$ cat config.mk
export PLATFORM = sky130hd
export DESIGN_NAME = crs_exec
export DESIGN_NICKNAME = d
export VERILOG_FILES = /design/src/rtl/crs_alu.v /design/src/rtl/crs_exec.v
export VERILOG_INCLUDE_DIRS = /design/src /design/src/rtl
export SDC_FILE = /design/constraint.sdc
export NUM_CORES = 1
export LEC_CHECK = 0
export ABC_AREA = 1
export BUFFER_PORTS_ARGS = -buffer_cell sky130_fd_sc_hd__buf_2
export CAP_MARGIN = 30
export CELL_PAD_IN_SITES_DETAIL_PLACEMENT = 1
export CELL_PAD_IN_SITES_GLOBAL_PLACEMENT = 2
export CORE_MARGIN = 3
export CORE_UTILIZATION = 32
export CTS_CLUSTER_SIZE = 28
export DETAILED_ROUTE_END_ITERATION = 10
export PLACE_DENSITY_LB_ADDON = 0.1
export SYNTH_ARGS = -nofsm -noshare
export SYNTH_HDL_FRONTEND = slang
export SYNTH_SLANG_ARGS = --single-unit
export TNS_END_PERCENT = 50
$ cat constraint.sdc
create_clock -name clock -period 3.5 [get_ports clock]
set_input_delay 0.175 -clock clock [delete_from_list [all_inputs] [get_ports clock]]
set_output_delay 0.175 -clock clock [all_outputs]
set_load 0.05 [all_outputs]
$ cat src/rtl/crs_consts.vh
// opcode, reset-value and direction-target constants for the rotate/subtract/xor group
// assumes: included by the execution core files and by the verification files
`ifndef CRS_CONSTS_VH
`define CRS_CONSTS_VH
`define CRS_OP_W 4
`define CRS_OP_NOP 4'h0
`define CRS_OP_ROTATE_RIGHT 4'h1
`define CRS_OP_LITERAL_MINUS_ACC 4'h2
`define CRS_OP_FILE_MINUS_ACC 4'h3
`define CRS_OP_FILE_MINUS_ACC_BORROW 4'h4
`define CRS_OP_NIBBLE_SWAP 4'h5
`define CRS_OP_XOR_LITERAL 4'h6
`define CRS_OP_XOR_FILE 4'h7
`define CRS_OP_DIRECTION_LOAD 4'h8
`define CRS_OP_SLEEP 4'h9
`define CRS_DIR_PORT_A 3'h5
`define CRS_DIR_PORT_B 3'h6
`define CRS_DIR_PORT_C 3'h7
`define CRS_ACC_RESET 8'h00
`define CRS_DIR_RESET 8'hff
`define CRS_WDT_CLEAR 8'h00
`define CRS_WDT_W 8
`define CRS_PRESCALE_W 8
`endif

$ cat src/rtl/crs_alu.v
// combinational arithmetic unit: subtract, rotate, swap, xor and flag generation
// assumes: operands stable for the whole instruction cycle
`timescale 1ns/100ps
`default_nettype none
`include "crs_consts.vh"
module crs_alu (
   // operation
   input wire [3:0] op,
   input wire carry_in,
   // operands
   input wire [7:0] acc,
   input wire [7:0] literal,
   input wire [7:0] file_data,
   // result
   output reg [7:0] result,
   output reg carry_out,
   output reg digit_carry_out,
   output wire zero_out
);

   // a - b - borrow, carry out is not-borrow
   function [9:0] sub8;
      input [7:0] a;
      input [7:0] b;
      input borrow;
      reg [8:0] full;
      reg [4:0] low;
      begin
         full = {1'b0, a} - {1'b0, b} - {8'h00, borrow};
         low = {1'b0, a[3:0]} - {1'b0, b[3:0]} - {4'h0, borrow};
         sub8 = {~full[8], ~low[4], full[7:0]};
      end
   endfunction

   reg [9:0] diff;

   always @* begin
      diff = 10'h000;
      result = acc;
      carry_out = carry_in;
      digit_carry_out = 1'b0;
      case (op)
         `CRS_OP_ROTATE_RIGHT: begin
            result = {carry_in, file_data[7:1]};
            carry_out = file_data[0];
         end
         `CRS_OP_LITERAL_MINUS_ACC: begin
            diff = sub8(literal, acc, 1'b0);
            result = diff[7:0];
            carry_out = diff[9];
            digit_carry_out = diff[8];
         end
         `CRS_OP_FILE_MINUS_ACC: begin
            diff = sub8(file_data, acc, 1'b0);
            result = diff[7:0];
            carry_out = diff[9];
            digit_carry_out = diff[8];
         end
         `CRS_OP_FILE_MINUS_ACC_BORROW: begin
            diff = sub8(file_data, acc, ~carry_in);
            result = diff[7:0];
            carry_out = diff[9];
            digit_carry_out = diff[8];
         end
         `CRS_OP_NIBBLE_SWAP: begin
            result = {file_data[3:0], file_data[7:4]};
         end
         `CRS_OP_XOR_LITERAL: begin
            result = acc ^ literal;
         end
         `CRS_OP_XOR_FILE: begin
            result = acc ^ file_data;
         end
         default: begin
            result = acc;
         end
      endcase
   end

   assign zero_out = (result == 8'h00);

endmodule
`default_nettype wire

$ cat src/rtl/crs_exec.v
// execution stage for the rotate/subtract/swap/xor/direction/sleep instruction group
// assumes: decoded instruction presented for one clock with exec_valid; file register
// read data returned combinationally for file_addr in the same cycle
`timescale 1ns/100ps
`default_nettype none
`include "crs_consts.vh"

//////////////////////////////////////////////////////////////////////////////////////////
module crs_exec (
   // clock and reset
   input wire clock,
   input wire resetn,
   // decoded instruction
   input wire exec_valid,
   input wire [3:0] exec_op,
   input wire [7:0] exec_literal,
   input wire [6:0] exec_file_addr,
   input wire exec_dest_file,
   // file register access
   output wire [6:0] file_addr,
   input wire [7:0] file_rdata,
   output reg file_we_q,
   output reg [6:0] file_waddr_q,
   output reg [7:0] file_wdata_q,
   // architectural state
   output reg [7:0] acc_q,
   output reg carry_q,
   output reg digit_carry_q,
   output reg zero_q,
   output reg power_down_flag_q,
   output reg expiry_flag_q,
   // port direction registers
   output reg [7:0] port_a_direction_q,
   output reg [7:0] port_b_direction_q,
   output reg [7:0] port_c_direction_q,
   // watchdog
   input wire watchdog_tick,
   input wire [7:0] prescale_limit,
   output reg [7:0] watchdog_counter_q,
   output reg [7:0] prescale_q,
   // power
   input wire wake,
   output reg sleep_q,
   output wire osc_run
);

   wire [7:0] alu_result;
   wire alu_carry;
   wire alu_dc;
   wire alu_zero;
   wire go;

   //////////////////////////////////////////////////////////////////////////////////////
   // datapath

   // while asleep the core accepts nothing; the fetch side is frozen anyway
   assign go = exec_valid & ~sleep_q;
   assign file_addr = exec_file_addr;
   assign osc_run = ~sleep_q;

   crs_alu u_alu (
      .op(exec_op),
      .carry_in(carry_q),
      .acc(acc_q),
      .literal(exec_literal),
      .file_data(file_rdata),
      .result(alu_result),
      .carry_out(alu_carry),
      .digit_carry_out(alu_dc),
      .zero_out(alu_zero)
   );

   function writes_file_form;
      input [3:0] op;
      begin
         writes_file_form = (op == `CRS_OP_ROTATE_RIGHT) || (op == `CRS_OP_FILE_MINUS_ACC) ||
            (op == `CRS_OP_FILE_MINUS_ACC_BORROW) || (op == `CRS_OP_NIBBLE_SWAP) ||
            (op == `CRS_OP_XOR_FILE);
      end
   endfunction

   function is_sub;
      input [3:0] op;
      begin
         is_sub = (op == `CRS_OP_LITERAL_MINUS_ACC) || (op == `CRS_OP_FILE_MINUS_ACC) ||
            (op == `CRS_OP_FILE_MINUS_ACC_BORROW);
      end
   endfunction

   //////////////////////////////////////////////////////////////////////////////////////
   // state update, one instruction per clock

   always @(posedge clock or negedge resetn) begin
      if (!resetn) begin
         acc_q <= `CRS_ACC_RESET;
         carry_q <= 1'b0;
         digit_carry_q <= 1'b0;
         zero_q <= 1'b0;
         power_down_flag_q <= 1'b1;
         expiry_flag_q <= 1'b1;
         port_a_direction_q <= `CRS_DIR_RESET;
         port_b_direction_q <= `CRS_DIR_RESET;
         port_c_direction_q <= `CRS_DIR_RESET;
         file_we_q <= 1'b0;
         file_waddr_q <= 7'h00;
         file_wdata_q <= 8'h00;
         sleep_q <= 1'b0;
      end else begin
         file_we_q <= 1'b0;
         if (sleep_q && wake) begin
            sleep_q <= 1'b0;
         end
         if (go) begin
            if (writes_file_form(exec_op)) begin
               if (exec_dest_file) begin
                  file_we_q <= 1'b1;
                  file_waddr_q <= exec_file_addr;
                  file_wdata_q <= alu_result;
               end else begin
                  acc_q <= alu_result;
               end
            end
            if ((exec_op == `CRS_OP_LITERAL_MINUS_ACC) || (exec_op == `CRS_OP_XOR_LITERAL)) begin
               acc_q <= alu_result;
            end
            if (is_sub(exec_op)) begin
               carry_q <= alu_carry;
               digit_carry_q <= alu_dc;
               zero_q <= alu_zero;
            end
            if (exec_op == `CRS_OP_ROTATE_RIGHT) begin
               carry_q <= alu_carry;
            end
            if ((exec_op == `CRS_OP_XOR_LITERAL) || (exec_op == `CRS_OP_XOR_FILE)) begin
               zero_q <= alu_zero;
            end
            if (exec_op == `CRS_OP_DIRECTION_LOAD) begin
               case (exec_file_addr[2:0])
                  `CRS_DIR_PORT_A: port_a_direction_q <= acc_q;
                  `CRS_DIR_PORT_B: port_b_direction_q <= acc_q;
                  `CRS_DIR_PORT_C: port_c_direction_q <= acc_q;
                  default: port_a_direction_q <= port_a_direction_q;
               endcase
            end
            if (exec_op == `CRS_OP_SLEEP) begin
               power_down_flag_q <= 1'b0;
               expiry_flag_q <= 1'b1;
               sleep_q <= 1'b1;
            end
         end
      end
   end

   //////////////////////////////////////////////////////////////////////////////////////
   // watchdog: prescaler divides ticks, counter counts prescaler wraps

   always @(posedge clock or negedge resetn) begin
      if (!resetn) begin
         watchdog_counter_q <= `CRS_WDT_CLEAR;
         prescale_q <= 8'h00;
      end else if (go && exec_op == `CRS_OP_SLEEP) begin
         watchdog_counter_q <= `CRS_WDT_CLEAR;
         prescale_q <= 8'h00;
      end else if (watchdog_tick) begin
         if (prescale_q >= prescale_limit) begin
            prescale_q <= 8'h00;
            watchdog_counter_q <= watchdog_counter_q + 8'h01;
         end else begin
            prescale_q <= prescale_q + 8'h01;
         end
      end
   end

endmodule
`default_nettype wire

## Word-level counts from Yosys, hierarchy flattened

Index checks and enable logic that the tools add are counted.

| cells by class | value |
|---|---|
| equal/unequal tests | 13 |
| reduce and logical (&&, ||, !) cells | 26 |
| magnitude comparators | 1 |
| add/sub/neg operators | 8 |
| bitwise gates (word level) | 11 |
| multiplexer cells | 22 |

Operators by type and width:

| cell | count |
|---|---|
| 8-bit 2-to-1 mux | 9 |
| 8-bit one-hot mux with 7 select lines | 1 |
| 8-bit by 8-bit subtractor with 9-bit output | 2 |
| 8-bit by 1-bit adder with 8-bit output, second input constant | 2 |
| 4-bit by 3-bit == test with 1-bit output, second input constant | 4 |
| 8-bit XOR | 2 |
| 3-bit AND reduction | 5 |
| 1-bit 2-to-1 mux | 10 |
| 2-bit AND reduction | 5 |
| 2-bit nonzero test | 5 |
| 4-bit by 4-bit subtractor with 5-bit output | 2 |
| 3-bit == test, second input constant | 3 |
| 9-bit by 1-bit subtractor with 9-bit output | 1 |
| 4-bit by 2-bit == test with 1-bit output, second input constant | 2 |
| 4-bit == test, second input constant | 2 |
| 8-bit greater-or-equal comparator | 1 |
| 8-bit zero test | 1 |
| 1-bit logical OR | 8 |
| 1-bit NOT | 8 |
| 5-bit by 1-bit subtractor with 5-bit output | 1 |
| 4-bit by 1-bit == test with 1-bit output, second input constant | 1 |
| 1-bit one-hot mux with 4 select lines | 1 |
| 1-bit one-hot mux with 3 select lines | 1 |
| 1-bit logical AND | 2 |
| other kinds (2) | 2 |

| storage, ports and cells | value |
|---|---|
| bits of input ports | 41 |
| output and inout port bits | 78 |
| logic and storage cells | 95 |
| register bits after elaboration | 69 |

## Depth between registers and ports, before layout

| depth | value |
|---|---|
| word-level depth | 7 |
| gate-level depth with buffers | 18 |
| gate-level depth less buffers | 18 |

## Cells and area by module

Synthesis repeated with hierarchy kept, for this count alone.

| unflattened totals | value |
|---|---|
| cells, all modules | 761 |
| area, all modules | 5335.1 um^2 |

By module, submodules not included:

| module | seq. area each (um^2) | cells each | area an instance (um^2) | instances |
|---|---|---|---|---|
| crs_exec | 1757.9 | 404 | 3583.4 | 1 |
| crs_alu | 0.0 | 357 | 1751.7 | 1 |

## Least setup slack after synthesis

No wires, ideal clock.

| timing path | value |
|---|---|
| path kind | reg-to-reg |
| start point | reg acc_q[0] |
| end point | reg zero_q |
| clock period less this slack | 2.531 ns |
| cell stages (with the launch flop) | 15 |
| library setup time | 0.118 ns |
| slack | 0.969 ns |
| arrival | 2.413 ns |
| buffers on the path | 0 |
| required time | 3.382 ns |
| cells stage by stage | dfrtp_1 > ha_1 > fa_1 > ha_1 > inv_1 > nor2_1 > nand2_1 > nor2_1 > nand2_1 > nand2_1 > nand3_1 > nand3_1 > nand2_1 > nand3_1 > nand2_1 |

| on the way | value |
|---|---|
| word-level cells in the longest chain between the ends | 6 |
| elaborated cells on any way between the ends | 9 |
| those cells by class | 3 x add/sub; 3 x mux; 2 x bitwise; 1 x reduce/logical |

Ends and longest elaborated chain:

| what | line | source |
|---|---|---|
| start: declaration | crs_exec.v:26 | `output reg [7:0] acc_q,` |
| start signal: assignment | crs_exec.v:95 | `` acc_q <= `CRS_ACC_RESET; `` |
| start signal: assignment | crs_exec.v:120 | `acc_q <= alu_result;` |
| start signal: assignment | crs_exec.v:124 | `acc_q <= alu_result;` |
| 8-bit by 8-bit subtractor with 9-bit output | crs_alu.v:29 | `full = {1'b0, a} - {1'b0, b} - {8'h00, borrow};` |
| 9-bit by 1-bit subtractor with 9-bit output | crs_alu.v:29 |  |
| 8-bit one-hot mux with 7 select lines * | crs_alu.v:42 | `case (op)` |
| 8-bit zero test * | crs_alu.v:80 | `assign zero_out = (result == 8'h00);` |
| 1-bit 2-to-1 mux | crs_exec.v:126 | `if (is_sub(exec_op)) begin` |
| 1-bit 2-to-1 mux * | crs_exec.v:134 | `` if ((exec_op == `CRS_OP_XOR_LITERAL) \|\| (exec_op == `CRS_OP_XOR_FILE)) begin `` |
| end signal: assignment | crs_exec.v:129 | `zero_q <= alu_zero;` |
| end signal: assignment | crs_exec.v:135 | `zero_q <= alu_zero;` |
| end: declaration | crs_exec.v:29 | `output reg zero_q,` |

Every way passes the cells marked *; elsewhere a longest branch is shown, timed or not. The select of a mux whose other input is x is not followed.
A chain may end at the register's enable or synchronous reset.

## Final worst setup path

| timing path | value |
|---|---|
| start point | reg acc_q[0] |
| end point | reg acc_q[5] |

| on the way | value |
|---|---|
| word-level cells in the longest chain between the ends | 6 |
| elaborated cells on any way between the ends | 7 |
| those cells by class | 3 x add/sub; 4 x mux |

Ends and longest elaborated chain:

| what | line | source |
|---|---|---|
| 8-bit by 8-bit subtractor with 9-bit output | crs_alu.v:29 |  |
| 9-bit by 1-bit subtractor with 9-bit output | crs_alu.v:29 |  |
| 8-bit one-hot mux with 7 select lines * | crs_alu.v:42 |  |
| 8-bit 2-to-1 mux | crs_exec.v:115 | `if (exec_dest_file) begin` |
| 8-bit 2-to-1 mux | crs_exec.v:114 | `if (writes_file_form(exec_op)) begin` |
| 8-bit 2-to-1 mux * | crs_exec.v:123 | `` if ((exec_op == `CRS_OP_LITERAL_MINUS_ACC) \|\| (exec_op == `CRS_OP_XOR_LITERAL)) begin `` |

Marks and branches as above.

==> results.md <==
- Area grow syn2layout: 21.42%
- Final hold vios: 0
- Mean Syn Cell Area: 7.062 sq um
- WL per Instance: 17.48 microns
- Grt ovf: 0
- Slew at the pin closest to its max-slew limit: 639.3 ps
- Syn Nets: 751
- Port bufs: 117
- R2R Setup Slk: 760 ps
- Status: completed
- Die Span Y: 128.5 microns
- Leakage power figure: 3.133 nW
- Final WS setup: 758.2 ps
- Worst R2R End: acc_q[5]$_DFFE_PN0P_
- Critical path fanouts, max: 6
- Top Family by Delay on Critical Path: simple AND/OR/NAND/NOR gates
- WP depth: 12
- Hold Path Stages: 2
- Inserted Diodes: 0
- Clock Pin Slew Worst Setup and Hold Paths: 60 ps
- Tcrit/Tclk final: 0.7834
- Wire length on met1: 7.837 mm
- Largest net degree at the start of global routing: 31
- Worst vdd ir: 239.3 uV
- Crit path time final: 2742 ps
- Share of cells above drive strength 1: 0.2369
- Vias in the first global route: 5099
- Crit-path max cell delay: 450 ps
- Hold WC Path Type: primary input to register
- Die width: 128.5 microns
- #FFs+latches synth: 69
- PD cells: 676.1 nW/um^2
- CTS Buf Count: 9
- Core area: 14590 sq um
- Clk Tree Root Cell: clkbuf_16
- Post-synth top area cell: dfrtp_1
- CP Class: register to register
- CP required: 3750 ps
- Fin. max-slew vios: 0
- Routed via count: 4950
- CTS sink cnt: 69
- RSZ-0062 raised after global routing: false
- Htree depth: 3
- Met3 WL: 646 microns
- Fin util: 0.3997
- Critical Path Sink: acc_q[5]$_DFFE_PN0P_
- Highest metal used: met4
- Max-Cap Viols: 0
- Final wirelength: 17.24 mm
- Row Count: 44
- First-pass GRT wire length: 27.39 mm
- Longest Clk Path Bufs: 2
- Clock skew: 9.505 ps
- Setup crit start: acc_q[0]$_DFFE_PN0P_
- Die footprint: 16510 sq um
- Initial antenna violation count: 0
- HPWL after DPL: 14.01 mm
- Largest cells by area after synthesis: dfrtp_1, nand2_1, dfstp_2
- Sum Neg Setup Slack: 0 ps
- Startpoint Class: register
- All-Layer GR Usage: 0.2114
- FMAX: 364.7 MHz
- Io pins: 119
- Initial core utilization: 0.3292
- Hold path startpoint: wake
- DRC violations left: 0
- CTS tree: done
- Post-synthesis sequential area ratio: 0.3661
- Worst skew pair latency: 340 ps
- YS warnings: 0
- Arrival time of the worst setup path: 2990 ps
- Vias per cell: 5.020
- Initial DRC count: 194
- Syn Inst Count: 680
- Remaining antenna violation count: 0
- Reg2reg start: acc_q[0]$_DFFE_PN0P_
- Critical-path top delay cell: dfrtp_1
- Post-synthesis cell area: 4802 sq um
- Crit-path cells: ha_1, fa_1, or2_2, nand2_1, nor2_1, nand3_1, inv_1, nand2_1, nand3_1, a21oi_1, inv_1, o21ai_0
- Pre-CTS setup slack: 797.3 ps
- Unique masters post-synth: 37
- Pre-antenna DRT Iters: 4
- Post-CTS Setup Inserts: 0
- Synth top area share: 0.2293
- CP endpoint kind: register
- GP Congestion: 0.8899
- Slew HR: 0.5722
- Buf/Inv on CP: 2
- R2r worst-path depth: 12
- Final setup viols: 0
- Final net count: 868
- Routed wl met2: 8.594 mm
## synth_stat cells, drive strengths merged
cell	instances
nand2	211
dfstp	25
conb	1
fa	2
o21ai	66
nor3	8
or2	4
a21oi	25
nor4	1
xor2	6
clkbuf	6
nand4	12
a31oi	1
buf	11
nand3	62
dfrtp	44
nor3b	2
ha	28
nor2	56
o22ai	1
a21boi	1
nand3b	6
inv	96
o21a	1
o211ai	4
## per-layer routing
metal | GRT usage | up-vias
met3 | 0.03072 | 10
met4 | 0.04756 | 0
li1 | - | 2425
met5 | 0 | -
met2 | 0.3724 | 94
met1 | 0.2752 | 2421
## cell families (layout without fill, tap and decap cells)
kind of cell / Yosys count / in the layout / synth area share
xor+xnor: 6 / 6 / 0.01094
flops: 69 / 69 / 0.3661
simple gates: 362 / 362 / 0.3353
buf+inv: 113 / 235 / 0.09797
compound gates: 99 / 99 / 0.1076
fa+ha+maj: 30 / 30 / 0.08129
other cells: 1 / 1 / 0.0007809
## registers in the layout (all words and copies together) (netlist names)
name and flops:
acc_q 8, file_wdata_q 8, port_a_direction_q 8, port_b_direction_q 8, port_c_direction_q 8, prescale_q 8
watchdog_counter_q 8, file_waddr_q 7, carry_q 1, digit_carry_q 1, file_we_q 1, power_down_flag_q 1
sleep_q 1, zero_q 1
## worst min-delay path by stage
stage / to
floorplan: acc_q[0]$_DFFE_PN0P_
detailed placement: prescale_q[7]$_DFFE_PN0P_
global placement: prescale_q[7]$_DFFE_PN0P_
global route: sleep_q$_DFF_PN0_
CTS: sleep_q$_DFF_PN0_
finish: sleep_q$_DFF_PN0_
## power breakdown
part	leakage, nW	internal, mW	switching (mW)
sequential	0.824	0.974	0.155
combinational	2.18	0.505	1.46
clock	0.128	0.482	0.372
total	3.13	1.96	1.98
## layout make-up
class | instances | area (sq um)
Timing Repair Buffer | 123 | 633.1
Sequential cell | 69 | 1758
Clock inverter | 7 | 50.05
Clock buffer | 9 | 225.2
Tap cell | 184 | 230.2
Inverter | 96 | 360.3
Fill cell | 1902 | 8758
Multi-Input combinational cell | 498 | 2574
## stage by stage
stage / hold WS, ps / cells / power, mW / cell area [sq um]
2_1_floorplan: -120.6 / 680 / 2.520 / 4802
3_3_place_gp: 145.8 / 969 / 3.051 / 5545
3_5_place_dp: 144.5 / 969 / 3.104 / 5545
4_1_cts: 14.39 / 986 / 3.980 / 5831
5_1_grt: 41.22 / 986 / 4.218 / 5831
6_report: 22.10 / 986 / 3.942 / 5831
## cell usage in the layout (no fill, tap or decap), types with 2 or more instances in the layout
cell type	Yosys	layout
xor2_1	6	6
o21ai_0	65	65
inv_2	6	6
clkinvlp_4	0	3
nand2_4	2	2
fa_1	2	2
or2_2	3	3
dfstp_2	25	25
a21oi_1	25	25
o211ai_1	4	4
nor3b_1	2	2
nand3_1	62	62
nand2_2	3	3
nor3_2	3	3
ha_1	28	28
inv_1	90	90
inv_6	0	2
dfrtp_1	44	44
nor2_1	50	50
nand4_1	11	11
nand3b_1	6	6
nor3_1	3	3
nor2_2	4	4
nand2_1	206	206
buf_4	8	5
clkbuf_16	0	9
buf_2	1	117
clkinv_2	0	2
nor2_4	2	2
nor3_4	2	2
## worst register-to-register path, cell delays in order, from the launching register on
cell     delay [ps]
dfrtp_1         450
ha_1            250
fa_1            410
or2_2           320
nand2_1         170
nor2_1           90
nand3_1         140
inv_1            90
nand2_1          60
nand3_1          80
a21oi_1         310
inv_1           120
o21ai_0         160
## what timing repair did
action | 4_1_cts | 5_1_grt
resized for setup | 0 | 0
endpoints found under the hold margin | 14 | 0
hold buffers | 1 | 0
Note: power is estimated with default switching activity, not from simulation.
